<file path="config.mk">
export PLATFORM = sky130hd
export DESIGN_NAME = fmw_drive_end_flat
export DESIGN_NICKNAME = d
export VERILOG_FILES = /design/src/shared/fmw_pkg.sv /design/src/shared/fmw_link_if.sv /design/src/verilog/fmw_toggle_driver.sv /design/src/verilog/fmw_drive_end.sv /design/src/flat_wrapper.sv
export SDC_FILE = /design/constraint.sdc
export NUM_CORES = 1
export LEC_CHECK = 0
export BUFFER_PORTS_ARGS = -buffer_cell sky130_fd_sc_hd__buf_2
export CORE_AREA = 8 8 45 47
export CTS_BUF_LIST = sky130_fd_sc_hd__clkbuf_4
export DETAILED_ROUTE_END_ITERATION = 12
export DIE_AREA = 0 0 53 55
export PLACE_DENSITY = 0.82
export SLEW_MARGIN = 20
export SYNTH_ARGS = -nofsm -noshare
export SYNTH_HDL_FRONTEND = slang
export SYNTH_SLANG_ARGS = --single-unit
</file>
<file path="constraint.sdc">
create_clock -name clk -period 2.5 [get_ports clk]
set_input_delay 0.125 -clock clk [delete_from_list [all_inputs] [get_ports clk]]
set_output_delay 0.125 -clock clk [all_outputs]
set_load 0.02 [all_outputs]
</file>
<file path="src/shared/fmw_pkg.sv">
// Package of constants and types shared by both ends of the FM write channel.
package fmw_pkg;

    localparam int CYL_W         = 9;
    localparam int HEAD_COUNT    = 4;
    // Cylinder at which the reduced write current starts.
    localparam logic [8:0] CYL_SWITCH_100TPI = 9'h080;
    localparam logic [8:0] CYL_SWITCH_200TPI = 9'h100;
    // Host bit-cell timing: cycles per half cell.
    localparam logic [7:0] HALF_CELL_CYCLES  = 8'h04;
    localparam logic [7:0] HALF_CELL_RST     = 8'h00;

    typedef enum {
        HST_IDLE,
        HST_CLOCK,
        HST_DATA
    } fmw_host_state_t;

endpackage : fmw_pkg

</file>
<file path="src/shared/fmw_link_if.sv">
// Interface carrying the select, gate and write pulse lines between host and drive.
`timescale 1ns/1ps
`default_nettype none
interface fmw_link_if;
    logic       platterChoiceLine;
    logic       surfaceChoiceLine;
    logic [3:0] headSelectOneHot;
    logic       writeGateN;
    logic       writePulseLine;
    logic       emergency;

    modport host (
        output platterChoiceLine,
        output surfaceChoiceLine,
        output writeGateN,
        output writePulseLine,
        input  emergency,
        input  headSelectOneHot
    );
    modport drive (
        input  platterChoiceLine,
        input  surfaceChoiceLine,
        input  writeGateN,
        input  writePulseLine,
        output emergency,
        output headSelectOneHot
    );
endinterface : fmw_link_if
`default_nettype wire

</file>
<file path="src/verilog/fmw_toggle_driver.sv">
// Toggle flip-flop that steers write current between the two coil halves.
`timescale 1ns/1ps
`default_nettype none
module fmw_toggle_driver (
    input  wire logic clk,
    input  wire logic nrst,
    input  wire logic togglePulse,
    input  wire logic driveEnable,
    output logic      coilHalfA,
    output logic      coilHalfB
);
    typedef struct packed {
        logic phase;
        logic a;
        logic b;
    } fmw_tog_t;

    fmw_tog_t s_q;
    fmw_tog_t s_d;

    always_comb begin
        s_d = s_q;
        if (togglePulse) begin
            s_d.phase = ~s_q.phase;
        end
        s_d.a = driveEnable & s_d.phase;
        s_d.b = driveEnable & ~s_d.phase;
    end

    always_ff @(posedge clk) begin
        if (!nrst) begin
            s_q <= '0;
        end else begin
            s_q <= s_d;
        end
    end

    assign coilHalfA = s_q.a;
    assign coilHalfB = s_q.b;
endmodule : fmw_toggle_driver
`default_nettype wire

</file>
<file path="src/verilog/fmw_drive_end.sv">
// Drive end: head decode, write gating, drivers, current control and emergency monitor.
`timescale 1ns/1ps
`default_nettype none
module fmw_drive_end (
    input  wire logic                      clk,
    input  wire logic                      nrst,
    fmw_link_if.drive                      link,
    input  wire logic                      unitReady,
    input  wire logic                      onLegalTrack,
    input  wire logic                      writeProtect,
    input  wire logic                      powerGoodClear,
    input  wire logic                      tpi200,
    input  wire logic [fmw_pkg::CYL_W-1:0] cylinder,
    input  wire logic                      writeCurrentSensed,
    input  wire logic                      eraseCurrentSensed,
    output logic                           writeModeEnableN,
    output logic                           eraseCurrentEnableN,
    output logic                           writeTogglePulse,
    output logic                           highCurrentLevel,
    output logic                           currentMonitorN,
    output logic                           coilHalfA,
    output logic                           coilHalfB
);
    typedef struct packed {
        logic [3:0] heads;
        logic [3:0] cause;
        logic       wmN;
        logic       ecN;
        logic       toggle;
        logic       hiCur;
        logic       monN;
        logic       emerg;
        logic       pulsePrev;
        logic       pathOpen;
    } fmw_drv_t;

    fmw_drv_t   s_q;
    fmw_drv_t   s_d;
    logic [3:0] headHit;
    logic [1:0] headIdx;
    logic       ready;
    logic       multiHead;
    logic       gateLow;
    logic       pulseRise;
    logic       anySense;
    logic       readState;
    logic       below100;
    logic       below200;
    logic       writeEn;

    // The platter line is the high bit of the head index, the surface line the low bit.
    assign headIdx = {link.platterChoiceLine, link.surfaceChoiceLine};

    // Each head compares the index against its own number.
    for (genvar h = 0; h < fmw_pkg::HEAD_COUNT; h++) begin : g_head
        assign headHit[h] = (headIdx == 2'(h));
    end

    assign multiHead = (s_q.heads & (s_q.heads - 4'h1)) != 4'h0;
    assign gateLow   = ~link.writeGateN;
    assign pulseRise = link.writePulseLine & ~s_q.pulsePrev;
    assign anySense  = writeCurrentSensed | eraseCurrentSensed;
    assign readState = s_q.wmN & s_q.ecN;
    assign below100  = cylinder < fmw_pkg::CYL_SWITCH_100TPI;
    assign below200  = cylinder < fmw_pkg::CYL_SWITCH_200TPI;
    assign ready     = unitReady
                     & onLegalTrack
                     & ~writeProtect
                     & powerGoodClear
                     & ~multiHead;

    always_comb begin
        s_d = s_q;
        s_d.heads = headHit;

        // Write mode needs the gate low and every readiness condition met.
        if (gateLow && ready) begin
            s_d.wmN = 1'b0;
        end else begin
            s_d.wmN = 1'b1;
        end

        // Erase follows write mode and is never enabled without power good.
        if (!s_d.wmN && powerGoodClear) begin
            s_d.ecN = 1'b0;
        end else begin
            s_d.ecN = 1'b1;
        end

        if (powerGoodClear) begin
            s_d.pathOpen = 1'b0;
        end else begin
            s_d.pathOpen = 1'b1;
        end

        // A rising write line raises the toggle pulse in the same cycle that write mode starts; the coil flips a cycle later.
        if (!s_d.wmN && pulseRise) begin
            s_d.toggle = 1'b1;
        end else begin
            s_d.toggle = 1'b0;
        end
        s_d.pulsePrev = link.writePulseLine;

        if (tpi200) begin
            if (below200) begin
                s_d.hiCur = 1'b1;
            end else begin
                s_d.hiCur = 1'b0;
            end
        end else begin
            if (below100) begin
                s_d.hiCur = 1'b1;
            end else begin
                s_d.hiCur = 1'b0;
            end
        end

        if (anySense) begin
            s_d.monN = 1'b0;
        end else begin
            s_d.monN = 1'b1;
        end

        // Each cause is computed apart, and the emergency is the OR of all four causes.
        if (multiHead) begin
            s_d.cause[0] = 1'b1;
        end else begin
            s_d.cause[0] = 1'b0;
        end

        if (writeCurrentSensed && s_q.wmN) begin
            s_d.cause[1] = 1'b1;
        end else begin
            s_d.cause[1] = 1'b0;
        end

        if (eraseCurrentSensed && s_q.ecN) begin
            s_d.cause[2] = 1'b1;
        end else begin
            s_d.cause[2] = 1'b0;
        end

        if (readState && !s_q.monN) begin
            s_d.cause[3] = 1'b1;
        end else begin
            s_d.cause[3] = 1'b0;
        end

        s_d.emerg = |s_d.cause;
    end

    // Reset leaves the drive in the reading state with high current selected.
    always_ff @(posedge clk) begin
        if (!nrst) begin
            s_q       <= '0;
            s_q.wmN   <= 1'b1;
            s_q.ecN   <= 1'b1;
            s_q.monN  <= 1'b1;
            s_q.hiCur <= 1'b1;
        end else begin
            s_q <= s_d;
        end
    end

    assign writeEn = ~s_q.wmN & ~s_q.pathOpen;

    // The toggle stage drives both coil halves from its own flip-flops.
    fmw_toggle_driver u_toggle (
        .clk         (clk),
        .nrst        (nrst),
        .togglePulse (s_q.toggle),
        .driveEnable (writeEn),
        .coilHalfA   (coilHalfA),
        .coilHalfB   (coilHalfB)
    );

    assign link.emergency        = s_q.emerg;
    assign link.headSelectOneHot = s_q.heads;
    assign writeModeEnableN      = s_q.wmN;
    assign eraseCurrentEnableN   = s_q.ecN;
    assign writeTogglePulse      = s_q.toggle;
    assign highCurrentLevel      = s_q.hiCur;
    assign currentMonitorN       = s_q.monN;
endmodule : fmw_drive_end
`default_nettype wire

</file>
<file path="src/flat_wrapper.sv">
// flat-port wrapper written by rule: the top's interface ports become plain ports
module fmw_drive_end_flat 
  (clk, nrst, unitReady, onLegalTrack, writeProtect, powerGoodClear, tpi200, cylinder, writeCurrentSensed, eraseCurrentSensed, writeModeEnableN, eraseCurrentEnableN, writeTogglePulse, highCurrentLevel, currentMonitorN, coilHalfA, coilHalfB, link_platterChoiceLine, link_surfaceChoiceLine, link_writeGateN, link_writePulseLine, link_emergency, link_headSelectOneHot);
  fmw_link_if link_i ();
  input  wire logic clk;
  input  wire logic nrst;
  input  wire logic unitReady;
  input  wire logic onLegalTrack;
  input  wire logic writeProtect;
  input  wire logic powerGoodClear;
  input  wire logic tpi200;
  input  wire logic [fmw_pkg::CYL_W-1:0] cylinder;
  input  wire logic writeCurrentSensed;
  input  wire logic eraseCurrentSensed;
  output logic writeModeEnableN;
  output logic eraseCurrentEnableN;
  output logic writeTogglePulse;
  output logic highCurrentLevel;
  output logic currentMonitorN;
  output logic coilHalfA;
  output logic coilHalfB;
  input wire logic [$bits(link_i.platterChoiceLine)-1:0] link_platterChoiceLine;
  input wire logic [$bits(link_i.surfaceChoiceLine)-1:0] link_surfaceChoiceLine;
  input wire logic [$bits(link_i.writeGateN)-1:0] link_writeGateN;
  input wire logic [$bits(link_i.writePulseLine)-1:0] link_writePulseLine;
  output wire logic [$bits(link_i.emergency)-1:0] link_emergency;
  output wire logic [$bits(link_i.headSelectOneHot)-1:0] link_headSelectOneHot;
  assign link_i.platterChoiceLine = link_platterChoiceLine;
  assign link_i.surfaceChoiceLine = link_surfaceChoiceLine;
  assign link_i.writeGateN = link_writeGateN;
  assign link_i.writePulseLine = link_writePulseLine;
  assign link_emergency = link_i.emergency;
  assign link_headSelectOneHot = link_i.headSelectOneHot;
  fmw_drive_end u_core (.clk(clk), .nrst(nrst), .link(link_i), .unitReady(unitReady), .onLegalTrack(onLegalTrack), .writeProtect(writeProtect), .powerGoodClear(powerGoodClear), .tpi200(tpi200), .cylinder(cylinder), .writeCurrentSensed(writeCurrentSensed), .eraseCurrentSensed(eraseCurrentSensed), .writeModeEnableN(writeModeEnableN), .eraseCurrentEnableN(eraseCurrentEnableN), .writeTogglePulse(writeTogglePulse), .highCurrentLevel(highCurrentLevel), .currentMonitorN(currentMonitorN), .coilHalfA(coilHalfA), .coilHalfB(coilHalfB));
endmodule
</file>
Yosys cells after proc, flatten, opt, wreduce, memory -nomap -nowiden --
Index checks and enable logic that the tools add are counted.
Storage, ports and cells: register bits 15, output and inout port bits 12
Cells by class: $add $sub $neg 1, magnitude comparators 2, equality and inequality tests 3, muxes and demuxes 13, bitwise logic cells 19, reduce and logical (&&, ||, !) cells 10
Operators by type and width (count):
- $mux W1 | 13
- $and A1 B1 Y1 | 9
- $lt A9 B8 Y1 const B | 1
- $lt A9 B9 Y1 const B | 1
- $not A1 Y1 | 8
- $logic_and A1 B1 Y1 | 6
- $and A4 B4 Y4 | 1
- $eq A2 B2 Y1 const B | 2
- $reduce_bool A4 Y1 | 1
- $reduce_or A4 Y1 | 1
- $sub A4 B1 Y4 const B | 1
- $eq A2 B1 Y1 const B | 1
- $logic_not A2 Y1 | 1
- $logic_not A1 Y1 | 1
- $or A1 B1 Y1 | 1

Longest topological paths before layout --
word-level depth 8, gate-level depth with buffers 3, mapped depth without buffers 3

Modules after synthesis --
From an unflattened synthesis, not the netlist that was laid out.
Unflattened totals: cells, all modules 49, area total of the unflattened synthesis 505.5 µm²
Modules (own cells, without submodules):
- fmw_drive_end | instances 1, cells an instance 41, area an instance 412.9 µm², seq. area each 240.2 µm²
- fmw_toggle_driver | instances 1, cells an instance 8, area an instance 92.6 µm², seq. area each 60.1 µm²

Worst setup path before layout --
No wires, ideal clock.
kind register -> register, start point register u_core.s_q (netlist bit u_core.link.headSelectOneHot[0]), end point register u_core.s_q (netlist bit u_core.eraseCurrentEnableN), library setup time 0.127 ns, data arrival time 0.986 ns, data required time 2.373 ns, path slack 1.386 ns, stages on the path, launching flop included 4, path buffers 0, period minus slack after synthesis 1.114 ns, path through dfxtp_1 a211o_1 nand2_2 or3b_1
On the way: longest elaborated chain between the ends 8
Ends and longest elaborated chain:
- start, declared | line fmw_drive_end.sv:37 | fmw_drv_t s_q;
- $sub A4 B1 Y4 | line fmw_drive_end.sv:59 | assign multiHead = (s_q.heads & (s_q.heads - 4'h1)) != 4'h0;
- $and A4 B4 Y4 (*) | line fmw_drive_end.sv:59
- $reduce_bool A4 Y1 (*) | line fmw_drive_end.sv:59
- $not A1 Y1 (*) | line fmw_drive_end.sv:70 | & ~multiHead;
- $and A1 B1 Y1 (*) | line fmw_drive_end.sv:70
- $logic_and A1 B1 Y1 (*) | line fmw_drive_end.sv:77 | if (gateLow && ready) begin
- $logic_and A1 B1 Y1 (*) | line fmw_drive_end.sv:84 | if (!s_d.wmN && powerGoodClear) begin
- $mux W1 (*) | line fmw_drive_end.sv:84
Every way passes the cells marked *; elsewhere a longest branch is shown, timed or not. A chain may end at the register's enable or synchronous reset.

Worst setup path after layout --
Same ends and word-level chain as after synthesis.

==> flow_metrics.env <==
export IMPL_cellLeakagePower_nw=0.340
export IMPL_cp_data_arrival_time_ns=1.34
export IMPL_worstMarginPinSlew_ns=0.235
export IMPL_cts_clk_slew_worst_paths_ns=0.08
export IMPL_grt_overflow_total=0
export IMPL_io_pins=34
export IMPL_ys_seq_elements=15
export IMPL_vias=428
export IMPL_place_gp_congestion=0.741
export IMPL_syn_to_final_growth_pct=31.7
export IMPL_switching_share_pct=22.4
export IMPL_grtUsageTotal_pct=8.64
export IMPL_antenna_found_initial=0
export IMPL_grt_max_degree=9
export IMPL_num_antenna_cells=0
export IMPL_max_freq_mhz=853
export IMPL_die_y_um=55
export IMPL_grt_pass1_vias=416
export IMPL_cts_setup_buffers=0
export IMPL_setup_ws_ns=1.33
export IMPL_fin_cells=90
export IMPL_switchingPower_w=0.0000979
export IMPL_power_density_nw_per_um2=657
export IMPL_drtIter0Drc=3
export IMPL_clkPwrFrac_pct=32.8
export IMPL_whs_ns=0.0271
export IMPL_cap_viol_max_count=0
export IMPL_synth_xor_area_share_pct=1.73
export IMPL_synthesis_area_um2=505
export IMPL_htreeDepth=1
export IMPL_setup_violations_final=0
export IMPL_die_area_um2=2920
export IMPL_synthCells=47
export IMPL_final_antenna_net_count=0
export IMPL_ys_warn_count=0
export IMPL_endpoint="u_core.eraseCurrentEnableN$_SDFF_PN1_"
export IMPL_wl_um=1130
export IMPL_cts_root_buffer="clkbuf_4"
export IMPL_vias_per_cell=4.76
export IMPL_min_delay_path_class="in -> reg"
export IMPL_cp_start_kind="register"
export IMPL_synth_cell_types=20
export IMPL_cts_sinks=15
export IMPL_initial_utilization_pct=36.5
export IMPL_synth_top_family_by_area="simple AND/OR/NAND/NOR gates"
export IMPL_io_buffers=26
export IMPL_pre_cts_ws_ns=1.33
export IMPL_pwr_share_seq_pct=57.4
export IMPL_startpoint="u_core.link.headSelectOneHot[0]$_SDFF_PN0_"
export IMPL_fin_skew_ns=0.000567
export IMPL_synth_compound_area_share_pct=7.67
export IMPL_synth_main_ff_cell="dfxtp_1"
export IMPL_core_um2=1380
export IMPL_r2r_end="u_core.eraseCurrentEnableN$_SDFF_PN1_"
export IMPL_synth_edf_count=0
export IMPL_cts_resized=0
export IMPL_firstDrtPassIters=6
export IMPL_muxShareOfSynthArea_pct=0
export IMPL_critPathRequiredTime_ns=2.66
export IMPL_rows=14
export IMPL_cts_tree="built"
export IMPL_postCtsHoldBufs=1
export IMPL_hold_violations=0
export IMPL_path_max_fanout=4
export IMPL_drive_gt1_share_pct=43.2
export IMPL_slew_headroom_pct=84.2
export IMPL_tns_ns=0
export IMPL_rr_startpoint="u_core.link.headSelectOneHot[0]$_SDFF_PN0_"
export IMPL_end_kind="register"
export IMPL_async_reset_ff_share_pct=0
export IMPL_reg2reg_slack_ns=1.33
export IMPL_p_int_w=0.000339
export IMPL_place_inst=85
export IMPL_comb_power_share_pct=9.8
export IMPL_synthAdderAreaFrac_pct=0
export IMPL_clkLatencyLatePin_ns=0.28
export IMPL_syn_num_nets=69
export IMPL_rsz0062_at_grt="false"
export IMPL_fp_dieW_um=53
export IMPL_postSynthAreaPerCell_um2=10.8
export IMPL_largest_reg_flops=4
export IMPL_outcome="completed"
export IMPL_synth_simple_area_share_pct=23.8
export IMPL_finalMaxSlewViolations=0
export IMPL_final_nets=97
export IMPL_grt_first_pass_wirelength_um=1750
export IMPL_cts_buffers=3
export IMPL_period_minus_slack_ns=1.17
export IMPL_drc=0
export IMPL_wl_per_cell_um=12.5
export IMPL_worstSetupPathType="reg -> reg"
export IMPL_post_route_period_util_pct=46.9
export IMPL_yosysSeqAreaShare_pct=59.4
export IMPL_r2r_cells=3
export IMPL_ir_worst_vdd_uv=213
export IMPL_clock_path_buffers=2
-- cell usage after synthesis, drive strengths merged (2+ instances only) --
cell type	count	area [um2]
a211o	2	17.5
buf	4	30.0
dfxtp	15	300
inv	2	7.51
nand2	4	17.5
nor2	3	11.3
nor2b	2	12.5
nor4b	2	23.8
o21ai	3	15.0
or3b	2	17.5
-- layer usage --
metal  up-vias  part of all wire (%)  track usage (%)
met3         4                    11             2.67
li1        212                     -                -
met1       188                    37             7.59
met5         -                     0                0
met4         0                   3.9             10.3
met2        24                    49             14.5
-- placed cells by master (no fill, tap or decap), types with 2 or more instances in the layout --
cell type  synthesis  final
clkbuf_4           0      4
buf_2              0     26
o21ai_0            3      3
inv_1              2      2
nor2_1             3      3
dfxtp_1           15     15
nor2b_1            2      2
or3b_1             2      2
nand2_1            3      3
a211o_1            2      2
-- stage by stage --
step           total power, W  utilization [%]  cell area [um2]
6_report             0.000437             48.1              666
5_1_grt              0.000462             48.1              666
2_1_floorplan        0.000280                -              505
3_3_place_gp         0.000297             45.2              626
4_1_cts              0.000446             48.1              666
3_5_place_dp         0.000299             45.2              626
-- cell type report --
| class | instances | area, um2 |
|---|---|---|
| multi-input cells | 26 | 168 |
| flip-flops and latches | 15 | 300 |
| inverters | 2 | 7.51 |
| repair buffers | 27 | 140 |
| fillers | 143 | 718 |
| clock buffers | 4 | 30.0 |
| well taps | 16 | 20.0 |
-- power groups by stage --
stage | Clock [W] | Combinational [W] | Sequential (W)
3_5_place_dp | 0 | 0.0000423 | 0.000257
5_1_grt | 0.000163 | 0.0000474 | 0.000252
3_3_place_gp | 0 | 0.0000410 | 0.000256
6_report | 0.000143 | 0.0000430 | 0.000251
2_1_floorplan | 0 | 0.0000190 | 0.000261
4_1_cts | 0.000151 | 0.0000436 | 0.000251
-- worst min path at each step --
stage	from	end	slack (ns)	depth (start not counted)
floorplan	link_surfaceChoiceLine	u_core.link.headSelectOneHot[2]$_SDFF_PN0_	0.20	1
global placement	powerGoodClear	u_core.s_q[0]$_SDFF_PN0_	0.30	2
CTS	link_surfaceChoiceLine	u_core.link.headSelectOneHot[2]$_SDFF_PN0_	0.01	2
global route	cylinder[8]	u_core.highCurrentLevel$_SDFF_PN1_	0.02	2
finish	link_surfaceChoiceLine	u_core.link.headSelectOneHot[2]$_SDFF_PN0_	0.03	2
detailed placement	powerGoodClear	u_core.s_q[0]$_SDFF_PN0_	0.30	2
-- logic make-up after synthesis --
kind of cell,Yosys count
flops,15
xor+xnor,1
buf+inv,6
compound gates,6
simple gates,19
-- worst max-delay path, stage by stage, from the launching register on --
cell and delay [ns]:
dfxtp_1 0.33, a211o_1 0.30, nand2_2 0.09, or3b_1 0.34
No activity file was read; power rests on OpenSTA's default activity.
